**src/design/tmr_pkg.sv**
```systemverilog
package tmr_pkg;

  // ****************************************************
  // register map: printed offsets are indices, byte = 4x
  // ****************************************************
  localparam int          ADDR_W     = 12;
  localparam logic [7:0]  FLAG_IDX   = 8'h0c;
  localparam logic [7:0]  LOW_IDX    = 8'h0e;
  localparam logic [7:0]  HIGH_IDX   = 8'h0f;
  localparam logic [7:0]  CTRL_IDX   = 8'h10;
  localparam logic [7:0]  IEN_IDX    = 8'h8c;
  localparam logic [11:0] FLAG_ADDR  = {2'b00, FLAG_IDX, 2'b00};
  localparam logic [11:0] LOW_ADDR   = {2'b00, LOW_IDX, 2'b00};
  localparam logic [11:0] HIGH_ADDR  = {2'b00, HIGH_IDX, 2'b00};
  localparam logic [11:0] CTRL_ADDR  = {2'b00, CTRL_IDX, 2'b00};
  localparam logic [11:0] IEN_ADDR   = {2'b00, IEN_IDX, 2'b00};

  // ****************************************************
  // field layout and reset values
  // ****************************************************
  localparam int          OVF_BIT    = 0;
  localparam logic [7:0]  CTRL_RESET = 8'h00;
  localparam logic [7:0]  CTRL_MASK  = 8'h3f;
  localparam logic        FLAG_RESET = 1'b0;
  localparam logic        IEN_RESET  = 1'b0;
  localparam logic [15:0] COUNT_MAX  = 16'hffff;
  localparam logic [3:0]  CCU_SPECIAL_TRIGGER = 4'hb;

  // ****************************************************
  // timing
  // ****************************************************
  localparam int CLK_HZ        = 100_000_000;
  localparam int FOSC_DIVISOR  = 4;
  localparam int INSTR_HZ      = CLK_HZ / FOSC_DIVISOR;
  localparam int INSTR_CYCLES  = CLK_HZ / INSTR_HZ;

  typedef struct packed {
    logic [1:0] unused;
    logic [1:0] input_divide_select;
    logic       crystal_osc_enable;
    logic       sync_bypass;
    logic       source_select;
    logic       run_bit;
  } counter_control_t;

  typedef struct packed {
    logic [ADDR_W-1:0] paddr;
    logic              psel;
    logic              penable;
    logic              pwrite;
    logic [31:0]       pwdata;
  } apb_req_t;

endpackage

```
**src/design/bit_sync2.sv**
```systemverilog
`timescale 1ns/10ps
module bit_sync2 #(
  parameter int W = 1
) (
  input  wire logic         clk,
  input  wire logic         rst_n,
  input  wire logic [W-1:0] d,
  output logic      [W-1:0] q
);
  logic [W-1:0] meta_r;

  // first stage is read only by the second
  always_ff @(posedge clk or negedge rst_n) begin
    if (!rst_n) begin
      meta_r <= '0;
      q      <= '0;
    end else begin
      meta_r <= d;
      q      <= meta_r;
    end
  end
endmodule

```
**src/design/ripple_prescaler.sv**
```systemverilog
`timescale 1ns/10ps
module ripple_prescaler (
  input  wire logic       clk,
  input  wire logic       rst_n,
  input  wire logic       clear,
  input  wire logic       tick,
  input  wire logic [1:0] ratio,
  output logic            pulse,
  output logic            level
);
  logic [2:0] cnt_r;
  wire  [2:0] limit = 3'((4'd1 << ratio) - 4'd1);
  wire        wrap  = tick && (cnt_r >= limit);

  // level toggles once per output period, pulse marks the same moment
  always_ff @(posedge clk or negedge rst_n) begin
    if (!rst_n) begin
      cnt_r <= 3'h0;
      pulse <= 1'b0;
      level <= 1'b0;
    end else begin
      pulse <= wrap && !clear;
      if (clear) begin
        cnt_r <= 3'h0;
      end else if (wrap) begin
        cnt_r <= 3'h0;
        level <= ~level;
      end else if (tick) begin
        cnt_r <= cnt_r + 3'h1;
      end
    end
  end
endmodule

```
**src/design/sixteen_bit_timer_counter.sv**
```systemverilog
// Summary of operation
// - count runs 0000 to ffff, then wraps
// - wrap sets flag; enable gates interrupt
// - source select: external rising edges or fosc/4
// - internal source ignores the bypass bit
// - run bit starts counting; clear holds value
// - divide field picks 1:1, 1:2, 1:4, 1:8
// - oscillator enable forces pins input, reads zero
// - external edges from crystal or count pin
// - pins synchronised before the prescaler; synced mode resamples again after it
// - synced counting holds in sleep; prescaler runs
// - bypass counts asynchronously, runs in sleep
// - async counting is no capture/compare timebase
// - count byte reads are always stable
// - special event trigger mode clears count
// - trigger clear never sets the flag
// - trigger clear only in synced modes
// - count write beats a coincident trigger
// - count byte write clears the prescaler
// - count survives resets; control clears on power-on
`timescale 1ns/10ps
module sixteen_bit_timer_counter (
  input  wire logic                     ref_clk,
  input  wire logic                     resetn,
  input  wire logic                     other_reset,
  input  wire logic [tmr_pkg::ADDR_W-1:0] paddr,
  input  wire logic                     psel,
  input  wire logic                     penable,
  input  wire logic                     pwrite,
  input  wire logic [31:0]              pwdata,
  output logic      [31:0]              prdata,
  output logic                          pready,
  output logic                          pslverr,
  input  wire logic                     ext_count_pin,
  input  wire logic                     crystal_in_pin,
  input  wire logic [1:0]               portc_direction,
  input  wire logic [1:0]               portc_pin_in,
  output logic      [1:0]               portc_pin_oe,
  output logic      [1:0]               portc_read,
  input  wire logic                     sleep_mode,
  input  wire logic                     ccu_trigger,
  input  wire logic [3:0]               ccu_mode_field,
  output logic      [15:0]              count_value,
  output logic                          timebase_valid,
  output logic                          overflow_irq
);
  import tmr_pkg::*;

  // ****************************************************
  // reset release
  // ****************************************************
  logic rst_meta_r;
  logic rst_n;

  always_ff @(posedge ref_clk or negedge resetn) begin
    if (!resetn) begin
      rst_meta_r <= 1'b0;
      rst_n      <= 1'b0;
    end else begin
      rst_meta_r <= 1'b1;
      rst_n      <= rst_meta_r;
    end
  end

  // ****************************************************
  // state
  // ****************************************************
  counter_control_t ctrl_r;
  logic [15:0]      count_r;
  logic [15:0]      count_nxt;
  logic             flag_r;
  logic             flag_nxt;
  logic             ien_r;
  logic [1:0]       instr_div_r;
  logic [3:0]       pins_s;
  logic             ext_d_r;
  logic             pre_pulse;
  logic             pre_level;
  logic             pre_level_s;
  logic             pre_level_d_r;
  apb_req_t         req;

  assign req = '{paddr: paddr, psel: psel, penable: penable,
                 pwrite: pwrite, pwdata: pwdata};

  // ****************************************************
  // apb decode
  // ****************************************************
  wire setup    = req.psel && !req.penable;
  wire wr_go    = req.psel && req.penable && pready && req.pwrite;
  wire sel_flag = req.paddr == FLAG_ADDR;
  wire sel_low  = req.paddr == LOW_ADDR;
  wire sel_high = req.paddr == HIGH_ADDR;
  wire sel_ctrl = req.paddr == CTRL_ADDR;
  wire sel_ien  = req.paddr == IEN_ADDR;
  wire mapped   = sel_flag | sel_low | sel_high | sel_ctrl | sel_ien;
  wire wr_low   = wr_go && sel_low;
  wire wr_high  = wr_go && sel_high;
  wire wr_ctrl  = wr_go && sel_ctrl;
  wire wr_flag  = wr_go && sel_flag;
  wire wr_ien   = wr_go && sel_ien;
  wire wr_count = wr_low || wr_high;

  // count is one register in the clock domain, so byte reads never tear
  wire [7:0] rd_byte =
      sel_low  ? count_r[7:0] :
      sel_high ? count_r[15:8] :
      sel_ctrl ? (ctrl_r & CTRL_MASK) :
      sel_flag ? {7'h00, flag_r} :
      sel_ien  ? {7'h00, ien_r} : 8'h00;

  // one wait-free access: data and answer are latched in setup
  always_ff @(posedge ref_clk or negedge rst_n) begin
    if (!rst_n) begin
      pready  <= 1'b0;
      prdata  <= 32'h0000_0000;
      pslverr <= 1'b0;
    end else begin
      pready  <= setup;
      if (setup) begin
        prdata  <= {24'h00_0000, rd_byte};
        pslverr <= !mapped;
      end
    end
  end

  // ****************************************************
  // control register
  // ****************************************************
  // only the power-on reset clears it; other_reset leaves it alone
  always_ff @(posedge ref_clk or negedge rst_n) begin
    if (!rst_n) begin
      ctrl_r <= CTRL_RESET;
    end else if (wr_ctrl) begin
      ctrl_r <= req.pwdata[7:0] & CTRL_MASK;
    end
  end

  wire       run    = ctrl_r.run_bit;
  wire       ext    = ctrl_r.source_select;
  wire       bypass = ext && ctrl_r.sync_bypass;
  wire       osc_en = ctrl_r.crystal_osc_enable;
  wire [1:0] ratio  = ctrl_r.input_divide_select;

  // ****************************************************
  // pins
  // ****************************************************
  bit_sync2 #(.W(4)) u_pin_sync (
    .clk   (ref_clk),
    .rst_n (rst_n),
    .d     ({crystal_in_pin, ext_count_pin, portc_pin_in}),
    .q     (pins_s)
  );

  wire ext_src  = osc_en ? pins_s[3] : pins_s[2];
  wire ext_rise = ext_src && !ext_d_r;

  always_ff @(posedge ref_clk or negedge rst_n) begin
    if (!rst_n) begin
      ext_d_r      <= 1'b0;
      portc_pin_oe <= 2'b00;
      portc_read   <= 2'b00;
    end else begin
      ext_d_r      <= ext_src;
      portc_pin_oe <= osc_en ? 2'b00 : ~portc_direction;
      portc_read   <= osc_en ? 2'b00 : pins_s[1:0];
    end
  end

  // ****************************************************
  // instruction clock: fosc/4 enable
  // ****************************************************
  wire instr_tick = instr_div_r == 2'(INSTR_CYCLES - 1);

  always_ff @(posedge ref_clk or negedge rst_n) begin
    if (!rst_n) begin
      instr_div_r <= 2'b00;
    end else begin
      instr_div_r <= instr_tick ? 2'b00 : instr_div_r + 2'b01;
    end
  end

  // ****************************************************
  // prescaler and second synchronising stage
  // ****************************************************
  // the core clock stops in sleep, so the internal source does too
  wire int_tick = instr_tick && !sleep_mode;
  wire pre_in   = run && (ext ? ext_rise : int_tick);

  ripple_prescaler u_pre (
    .clk   (ref_clk),
    .rst_n (rst_n),
    .clear (wr_count),
    .tick  (pre_in),
    .ratio (ratio),
    .pulse (pre_pulse),
    .level (pre_level)
  );

  // synced mode resamples the prescaler output, adding latency
  bit_sync2 #(.W(1)) u_pre_sync (
    .clk   (ref_clk),
    .rst_n (rst_n),
    .d     (pre_level),
    .q     (pre_level_s)
  );

  always_ff @(posedge ref_clk or negedge rst_n) begin
    if (!rst_n) begin
      pre_level_d_r <= 1'b0;
    end else begin
      pre_level_d_r <= pre_level_s;
    end
  end

  wire sync_edge = (pre_level_s != pre_level_d_r) && !sleep_mode;
  wire inc_ext   = bypass ? pre_pulse : sync_edge;
  wire inc       = run && (ext ? inc_ext : pre_pulse);

  // ****************************************************
  // count, trigger and overflow
  // ****************************************************
  // asynchronous counting does not honour the trigger clear
  wire trig_clr = ccu_trigger && (ccu_mode_field == CCU_SPECIAL_TRIGGER)
                  && !bypass;
  wire wrap     = inc && (count_r == COUNT_MAX);

  always_comb begin
    count_nxt = count_r;
    if (wr_count) begin
      // write wins over trigger and increment
      if (wr_low) begin
        count_nxt[7:0] = req.pwdata[7:0];
      end else begin
        count_nxt[15:8] = req.pwdata[7:0];
      end
    end else if (trig_clr) begin
      count_nxt = 16'h0000;
    end else if (inc) begin
      count_nxt = count_r + 16'h0001;
    end
  end

  // no reset: the count survives every reset
  always_ff @(posedge ref_clk) begin
    count_r <= count_nxt;
  end

  // hardware set wins over a software clear in the same cycle
  always_comb begin
    flag_nxt = flag_r;
    if (wr_flag) begin
      flag_nxt = req.pwdata[OVF_BIT];
    end
    if (wrap && !wr_count && !trig_clr) begin
      flag_nxt = 1'b1;
    end
  end

  always_ff @(posedge ref_clk or negedge rst_n) begin
    if (!rst_n) begin
      flag_r <= FLAG_RESET;
      ien_r  <= IEN_RESET;
    end else if (other_reset) begin
      flag_r <= FLAG_RESET;
      ien_r  <= IEN_RESET;
    end else begin
      flag_r <= flag_nxt;
      if (wr_ien) begin
        ien_r <= req.pwdata[OVF_BIT];
      end
    end
  end

  // ****************************************************
  // outputs to the rest of the chip
  // ****************************************************
  always_ff @(posedge ref_clk or negedge rst_n) begin
    if (!rst_n) begin
      overflow_irq   <= 1'b0;
      timebase_valid <= 1'b0;
    end else begin
      overflow_irq   <= flag_r && ien_r;
      timebase_valid <= !bypass;
    end
  end

  assign count_value = count_r;
endmodule

```
**config.mk**
```make
export PLATFORM = sky130hd
export DESIGN_NAME = sixteen_bit_timer_counter
export DESIGN_NICKNAME = d
export VERILOG_FILES = /design/src/design/tmr_pkg.sv /design/src/design/bit_sync2.sv /design/src/design/ripple_prescaler.sv /design/src/design/sixteen_bit_timer_counter.sv
export SDC_FILE = /design/constraint.sdc
export NUM_CORES = 1
export LEC_CHECK = 0
export ABC_CLOCK_PERIOD_IN_PS = 2200
export BUFFER_PORTS_ARGS = -buffer_cell sky130_fd_sc_hd__buf_2
export CORE_UTILIZATION = 26
export DETAILED_ROUTE_END_ITERATION = 7
export GPL_TIMING_DRIVEN = 0
export PLACE_DENSITY = 0.5
export RECOVER_POWER = 25
export SETUP_SLACK_MARGIN = 0.5
export SYNTH_ARGS = -nofsm -noshare
export SYNTH_HDL_FRONTEND = slang
export SYNTH_SLANG_ARGS = --single-unit
```
**constraint.sdc**
```tcl
create_clock -name ref_clk -period 2.2 [get_ports ref_clk]
set_input_delay 0.22 -clock ref_clk [delete_from_list [all_inputs] [get_ports ref_clk]]
set_output_delay 0.22 -clock ref_clk [all_outputs]
set_load 0.01 [all_outputs]
```
Word-level counts from Yosys, hierarchy flattened
Cells that the tools add are included.
{"block": "word_totals", "reg_bits": 61, "elab_cells": 115}
{"block": "classes", "add_sub_neg": 4, "magnitude_cmp": 1, "reduce_logical": 38, "eq_ne": 11, "bitwise": 7, "n_mux": 25, "shifts": 1}
{"op": "$mux 16", "n": 3}
{"op": "$eq 12x6->1 const B", "n": 3}
{"op": "$mux 8", "n": 4}
{"op": "$logic_and 1x1->1", "n": 23}
{"op": "$add 16x1->16 const B", "n": 1}
{"op": "$eq 16x16->1 const B", "n": 1}
{"op": "$eq 12x10->1 const B", "n": 1}
{"op": "$eq 12x7->1 const B", "n": 1}
{"op": "$mux 1", "n": 11}
{"op": "$mux 3", "n": 3}
{"op": "$reduce_bool 3->1", "n": 3}
{"op": "$logic_not 1->1", "n": 7}
{"op": "$mux 2", "n": 3}
{"op": "$mux 6", "n": 1}
{"op": "$reduce_and 2->1", "n": 3}
{"op": "$eq 4x4->1 const B", "n": 1}
{"op": "$ne 2x2->1 const B", "n": 2}
{"op": "$or 1x1->1", "n": 4}
{"op": "$add 3x1->3 const B", "n": 1}
{"op": "$ge 3x3->1", "n": 1}
{"op": "$shl 1x2->3 const A", "n": 1}
{"op": "$sub 3x1->3 const B", "n": 1}
{"op": "$add 2x1->2 const B", "n": 1}
{"op": "$eq 2x2->1 const B", "n": 1}
{"op": "5 further kinds", "n": 6}

Longest topological paths before layout
{"block": "depth", "ltp_word": 10, "mapped_depth": 7, "ltp_nobuf": 7}

By module
A second synthesis with hierarchy kept.
{"block": "unflattened", "hier_cells": 289, "hier_area_um2": 3129.3}
{"module": "sixteen_bit_timer_counter", "n_inst": 1, "area_per_inst_um2": 2527.4, "seq_area_each_um2": 1231.2, "cells_each": 241}
{"module": "ripple_prescaler", "n_inst": 1, "area_per_inst_um2": 351.6, "seq_area_each_um2": 125.1, "cells_each": 38}
{"module": "bit_sync2 (u_pin_sync)", "n_inst": 1, "area_per_inst_um2": 200.2, "seq_area_each_um2": 200.2, "cells_each": 8}
{"module": "bit_sync2 (u_pre_sync)", "n_inst": 1, "area_per_inst_um2": 50.0, "seq_area_each_um2": 50.0, "cells_each": 2}

Worst setup path before layout
No wires, ideal clock.
{"block": "synth_path", "kind": "register to register", "from": "register pready", "to": "register count_r[0], in the netlist count_value[0] (enable)", "t_required_ns": 1.823, "stages_incl_launch_ff": 6, "slack_ns": 0.051, "setup_ns": 0.377, "path_buffers": 1, "arrival_time_ns": 1.773, "path_cell_list": "dfrtp_1 -> nand4_1 -> nor3_2 -> a31o_2 -> buf_2 -> a2bb2oi_1"}
{"block": "synth_between", "elab_chain_cells": 6}
{"element": "start, declared", "line_no": "sixteen_bit_timer_counter.sv:32", "text": "output logic pready,"}
{"element": "start signal, assigned", "line_no": "sixteen_bit_timer_counter.sv:119", "text": "pready <= setup;"}
{"element": "$logic_and 1x1->1 (*) (2 in a row)", "line_no": "sixteen_bit_timer_counter.sv:90", "text": "wire wr_go = req.psel && req.penable && pready && req.pwrite;"}
{"element": "$logic_and 1x1->1, on equally long branches", "line_no": "sixteen_bit_timer_counter.sv:97, sixteen_bit_timer_counter.sv:98"}
{"element": "$logic_or 1x1->1", "line_no": "sixteen_bit_timer_counter.sv:102", "text": "wire wr_count = wr_low || wr_high;"}
{"element": "$ne 2x2->1 (no source line) or $reduce_bool 3->1 (tied branches)"}
{"element": "$reduce_and 2->1 (no source line) (*)"}
{"element": "end signal, assigned", "line_no": "sixteen_bit_timer_counter.sv:246", "text": "count_r <= count_nxt;"}
{"element": "end, declared", "line_no": "sixteen_bit_timer_counter.sv:69", "text": "logic [15:0] count_r;"}
Mark *: on every way between the ends. The rest lies on a longest branch, timed or not.
A chain may end at the register's enable or synchronous reset.

Final worst setup path
{"block": "layout_path", "from": "register, netlist name ratio[1]", "to": "register u_pre.cnt_r[2]"}
{"block": "layout_between", "elab_chain_cells": 6}
{"element": "$shl 1x2->3 (*)", "line_no": "ripple_prescaler.sv:12", "text": "wire [2:0] limit = 3'((4'd1 << ratio) - 4'd1);"}
{"element": "$sub 3x1->3 (*)", "line_no": "ripple_prescaler.sv:12"}
{"element": "$ge 3x3->1 (*)", "line_no": "ripple_prescaler.sv:13", "text": "wire wrap = tick && (cnt_r >= limit);"}
{"element": "$logic_and 1x1->1 (*)", "line_no": "ripple_prescaler.sv:13"}
{"element": "$mux 3", "line_no": "ripple_prescaler.sv:25", "text": "end else if (wrap) begin"}
{"element": "$mux 3", "line_no": "ripple_prescaler.sv:23", "text": "if (clear) begin"}
{"element": "end signal, assigned", "line_no": "ripple_prescaler.sv:29", "text": "cnt_r <= cnt_r + 3'h1;"}
{"element": "end, declared", "line_no": "ripple_prescaler.sv:11", "text": "logic [2:0] cnt_r;"}
Marked as above.

==> metrics.md <==
| Metric | Value |
|---|---|
| Slowest CP cell | `or4_1` |
| Most frequent cells in the layout | `buf_2, dfrtp_1, buf_4` |
| # nets final | `474` |
| Worst-margin pin slew | `1.00 ns` |
| Area of the mapped netlist | `0.00304 mm^2` |
| Final hold violation count | `0` |
| Total power | `2.87 mW` |
| Initial core utilization | `26.6%` |
| Clk slew on worst S/H paths | `0.05 ns` |
| Core area | `0.0114 mm^2` |
| Max Freq | `0.569 GHz` |
| Die area | `0.0121 mm^2` |
| Crit-path cells | `or2_4 -> ha_4 -> nor2b_2 -> o21ai_2 -> or4_1 -> a21oi_1` |
| 1st-iter DRT viols | `83` |
| Final Max Tran Viols | `0` |
| Number of max-cap violations | `0` |
| Die Y | `110 um` |
| Worst stage delay on the critical path | `0.48 ns` |
| Min-Delay Path Depth | `2` |
| Synth Register Bits | `61` |
| Internal | `2.26 mW` |
| Worst hold path class | `input pin to flop` |
| Grt total ovfl | `0` |
| Num ports | `118` |
| Synth top area cells | `dfrtp_1, edfxtp_1, buf_4` |
| Crit path depth | `6` |
| Run status | `completed` |
| Unrepaired setup endpoints after global routing | `yes` |
| GRT Resource Usage Total | `13.7%` |
| Ys async rst share | `73.8%` |
| TritonCTS Buffers | `9` |
| Maximum root-to-sink buffer count | `2` |
| Post-synth EDFFs | `16` |
| Gpl congestion | `0.836` |
| Initial antenna violation count | `0` |
| Comb pwr share | `7.5%` |
| Synth Instances | `280` |
| Setup TNS Final | `0 ns` |
| Row cnt | `39` |
| Post-synthesis sequential area ratio | `52.9%` |
| Crit path DAT | `2.01 ns` |
| CTS root buf | `clkbuf_16` |
| Power Density | `658 mW/mm^2` |
| Worst-path maximum fanout | `5` |
| Finished Core Util | `38.2%` |
| Max VDD drop | `0.305 mV` |
| Vias in the first global route | `2396` |
| Placed instance area | `0.00375 mm^2` |
| Clock power frac | `50.2%` |
| Final WL | `7720 um` |
| Critical Path RT | `2.45 ns` |
| Final min period | `1.76 ns` |
| Iteration count of the initial detailed-routing pass | `5` |
| Syn avg cell area | `10.8 um^2` |
| Register share of total power | `42.3%` |
| PortBufs | `68` |
| Distinct cells, synth | `50` |
| H-tree lvl count | `3` |
| Inserted Diodes | `0` |
| Area growth from synthesis to layout | `43.9%` |
| Critical path buffer and inverter count | `0` |
| Die X | `110 um` |
| Number of routed nets with antenna violations | `0` |
| Filler instances | `1148` |
| Worst Clk Skew | `0.00525 ns` |
| First-pass GRT wire length | `12000 um` |
| Sw frac | `21.2%` |
| Final worst-path cycle share | `79.9%` |
| Largest net degree at the start of global routing | `24` |
| Commonest non-fill, non-tap cell in the layout | `buf_2` |
| Top FF cell, synth | `dfrtp_1` |
| Critical Path Start Type | `flop` |
| Leading area contributor after synthesis | `dfrtp_1` |
| Ratio of cells with drive above 1 in the final layout | `38.9%` |
| Setup Viol. Count Final | `0` |
| Static Leak | `2.01 nW` |
| Clk Latency, worst-skew pair | `0.33 ns` |
| Mean number of vias per cell | `4.46` |
| Sw Pwr | `0.610 mW` |
| Hpwl dp | `5710 um` |
| CP Class | `flop to flop` |
| CP Capture Type | `flop` |
| CTS sink cnt | `61` |
| Final Instance Area | `0.00437 mm^2` |
| Share of the synthesized area in the top cell type | `37.1%` |
| Via Count | `2472` |
| Top delay family on crit path | `simple AND/OR/NAND/NOR gates` |
| CTS tree | `yes` |
| Total number of yosys warnings | `0` |
| Residual DRC count | `0` |
| Wire per inst | `13.9 um` |
| Max-slew headroom | `33.1%` |
| Worst reg2reg path depth | `6` |
[cells in the mapped netlist, drive strengths merged (2+ instances only)]
master	n
nand2b	2
o41ai	2
a2bb2oi	5
mux2	7
o2bb2ai	2
nand3	9
ha	6
nor4	3
nor2	22
xnor2	10
clkbuf	5
nor3	4
nand2	23
edfxtp	16
o22ai	3
or4	2
dfrtp	45
xor2	6
or2	3
o221a	3
o21ai	26
a21oi	7
buf	26
inv	11
conb	2
nand4	4
mux2i	5
nor2b	5
nor4bb	2
[metal layers]
metal	vias up	GRT usage, %	share of wire, %
met3	14	3.29	6.6
met2	87	22.5	49
met4	0	6.67	2.3
met5	-	0	0
li1	1196	-	-
met1	1175	16.8	42
[registers in the layout, indices dropped and copies added, names as in the netlist, 2 cells and up]
register           count
count_value           16
instr_div_r            2
portc_pin_oe           2
portc_read             2
prdata                 8
ratio                  2
u_pin_sync.meta_r      4
u_pin_sync.q           4
u_pre.cnt_r            3
[path summary, 6_finish.rpt]
path / endpoint / slack (ns) / startpoint
worst max register to register: u_pre.cnt_r[2] / 0.44 / ratio[1]
worst max-delay path: u_pre.cnt_r[2] / 0.44 / ratio[1]
max in group asynchronous: prdata[4] / 1.15 / rst_n
min in group asynchronous: rst_meta_r / 0.20 / resetn
worst min-delay path: portc_pin_oe[0] / 0.04 / portc_direction[0]
worst min register to register: u_pin_sync.q[0] / 0.34 / u_pin_sync.meta_r[0]
[per-stage QoR]
stage                     cells  setup slack, ns  hold WS (ns)
final                       554            0.441        0.0351
after detailed placement    515           -0.109       0.00703
after floorplan             303            0.459       -0.0756
after global routing        554            0.359        0.0307
after global placement      514           -0.106       0.00539
after CTS                   552            0.417        0.0283
[what timing repair did]
item,4_1_cts,5_1_grt
gates resized for setup,11,10
hold buffers,5,0
buffers inserted,16,2
pin swaps,8,6
endpoints found under the hold margin,6,0
endpoints found under the setup margin,43,37
[cell type report]
cell class	count	area, um^2	share of cell area (%)
flip-flops and latches	61	1610	36.8
well taps	143	179	4.10
multi-input cells	200	1420	32.5
repair buffers	92	568	13.0
inverters	11	41.3	0.946
clock buffers	15	310	7.11
plain buffers	31	235	5.39
clock inverters	1	7.51	0.172
[logic make-up (layout without fill, tap and decap cells)]
logic type / after synthesis / in the layout / share of synthesized area (%)
flip-flops: 61 / 61 / 52.9
other: 2 / 25 / 0.247
AND/OR/NAND/NOR: 89 / 89 / 16.2
buffers and inverters: 42 / 150 / 8.37
AO/OA/AOI/OAI: 52 / 52 / 10.9
multiplexers: 12 / 12 / 4.25
XOR/XNOR: 16 / 16 / 4.62
adder cells (fa/ha/maj): 6 / 6 / 2.47
[power by group through the flow]
stage,registers (mW),logic (mW),clock network (mW)
6_report,1.21,0.217,1.44
5_1_grt,1.22,0.245,1.53
4_1_cts,1.21,0.216,1.48
3_5_place_dp,1.24,0.202,0
3_3_place_gp,1.24,0.187,0
2_1_floorplan,1.25,0.104,0
No activity file was read; power rests on OpenSTA's default activity.
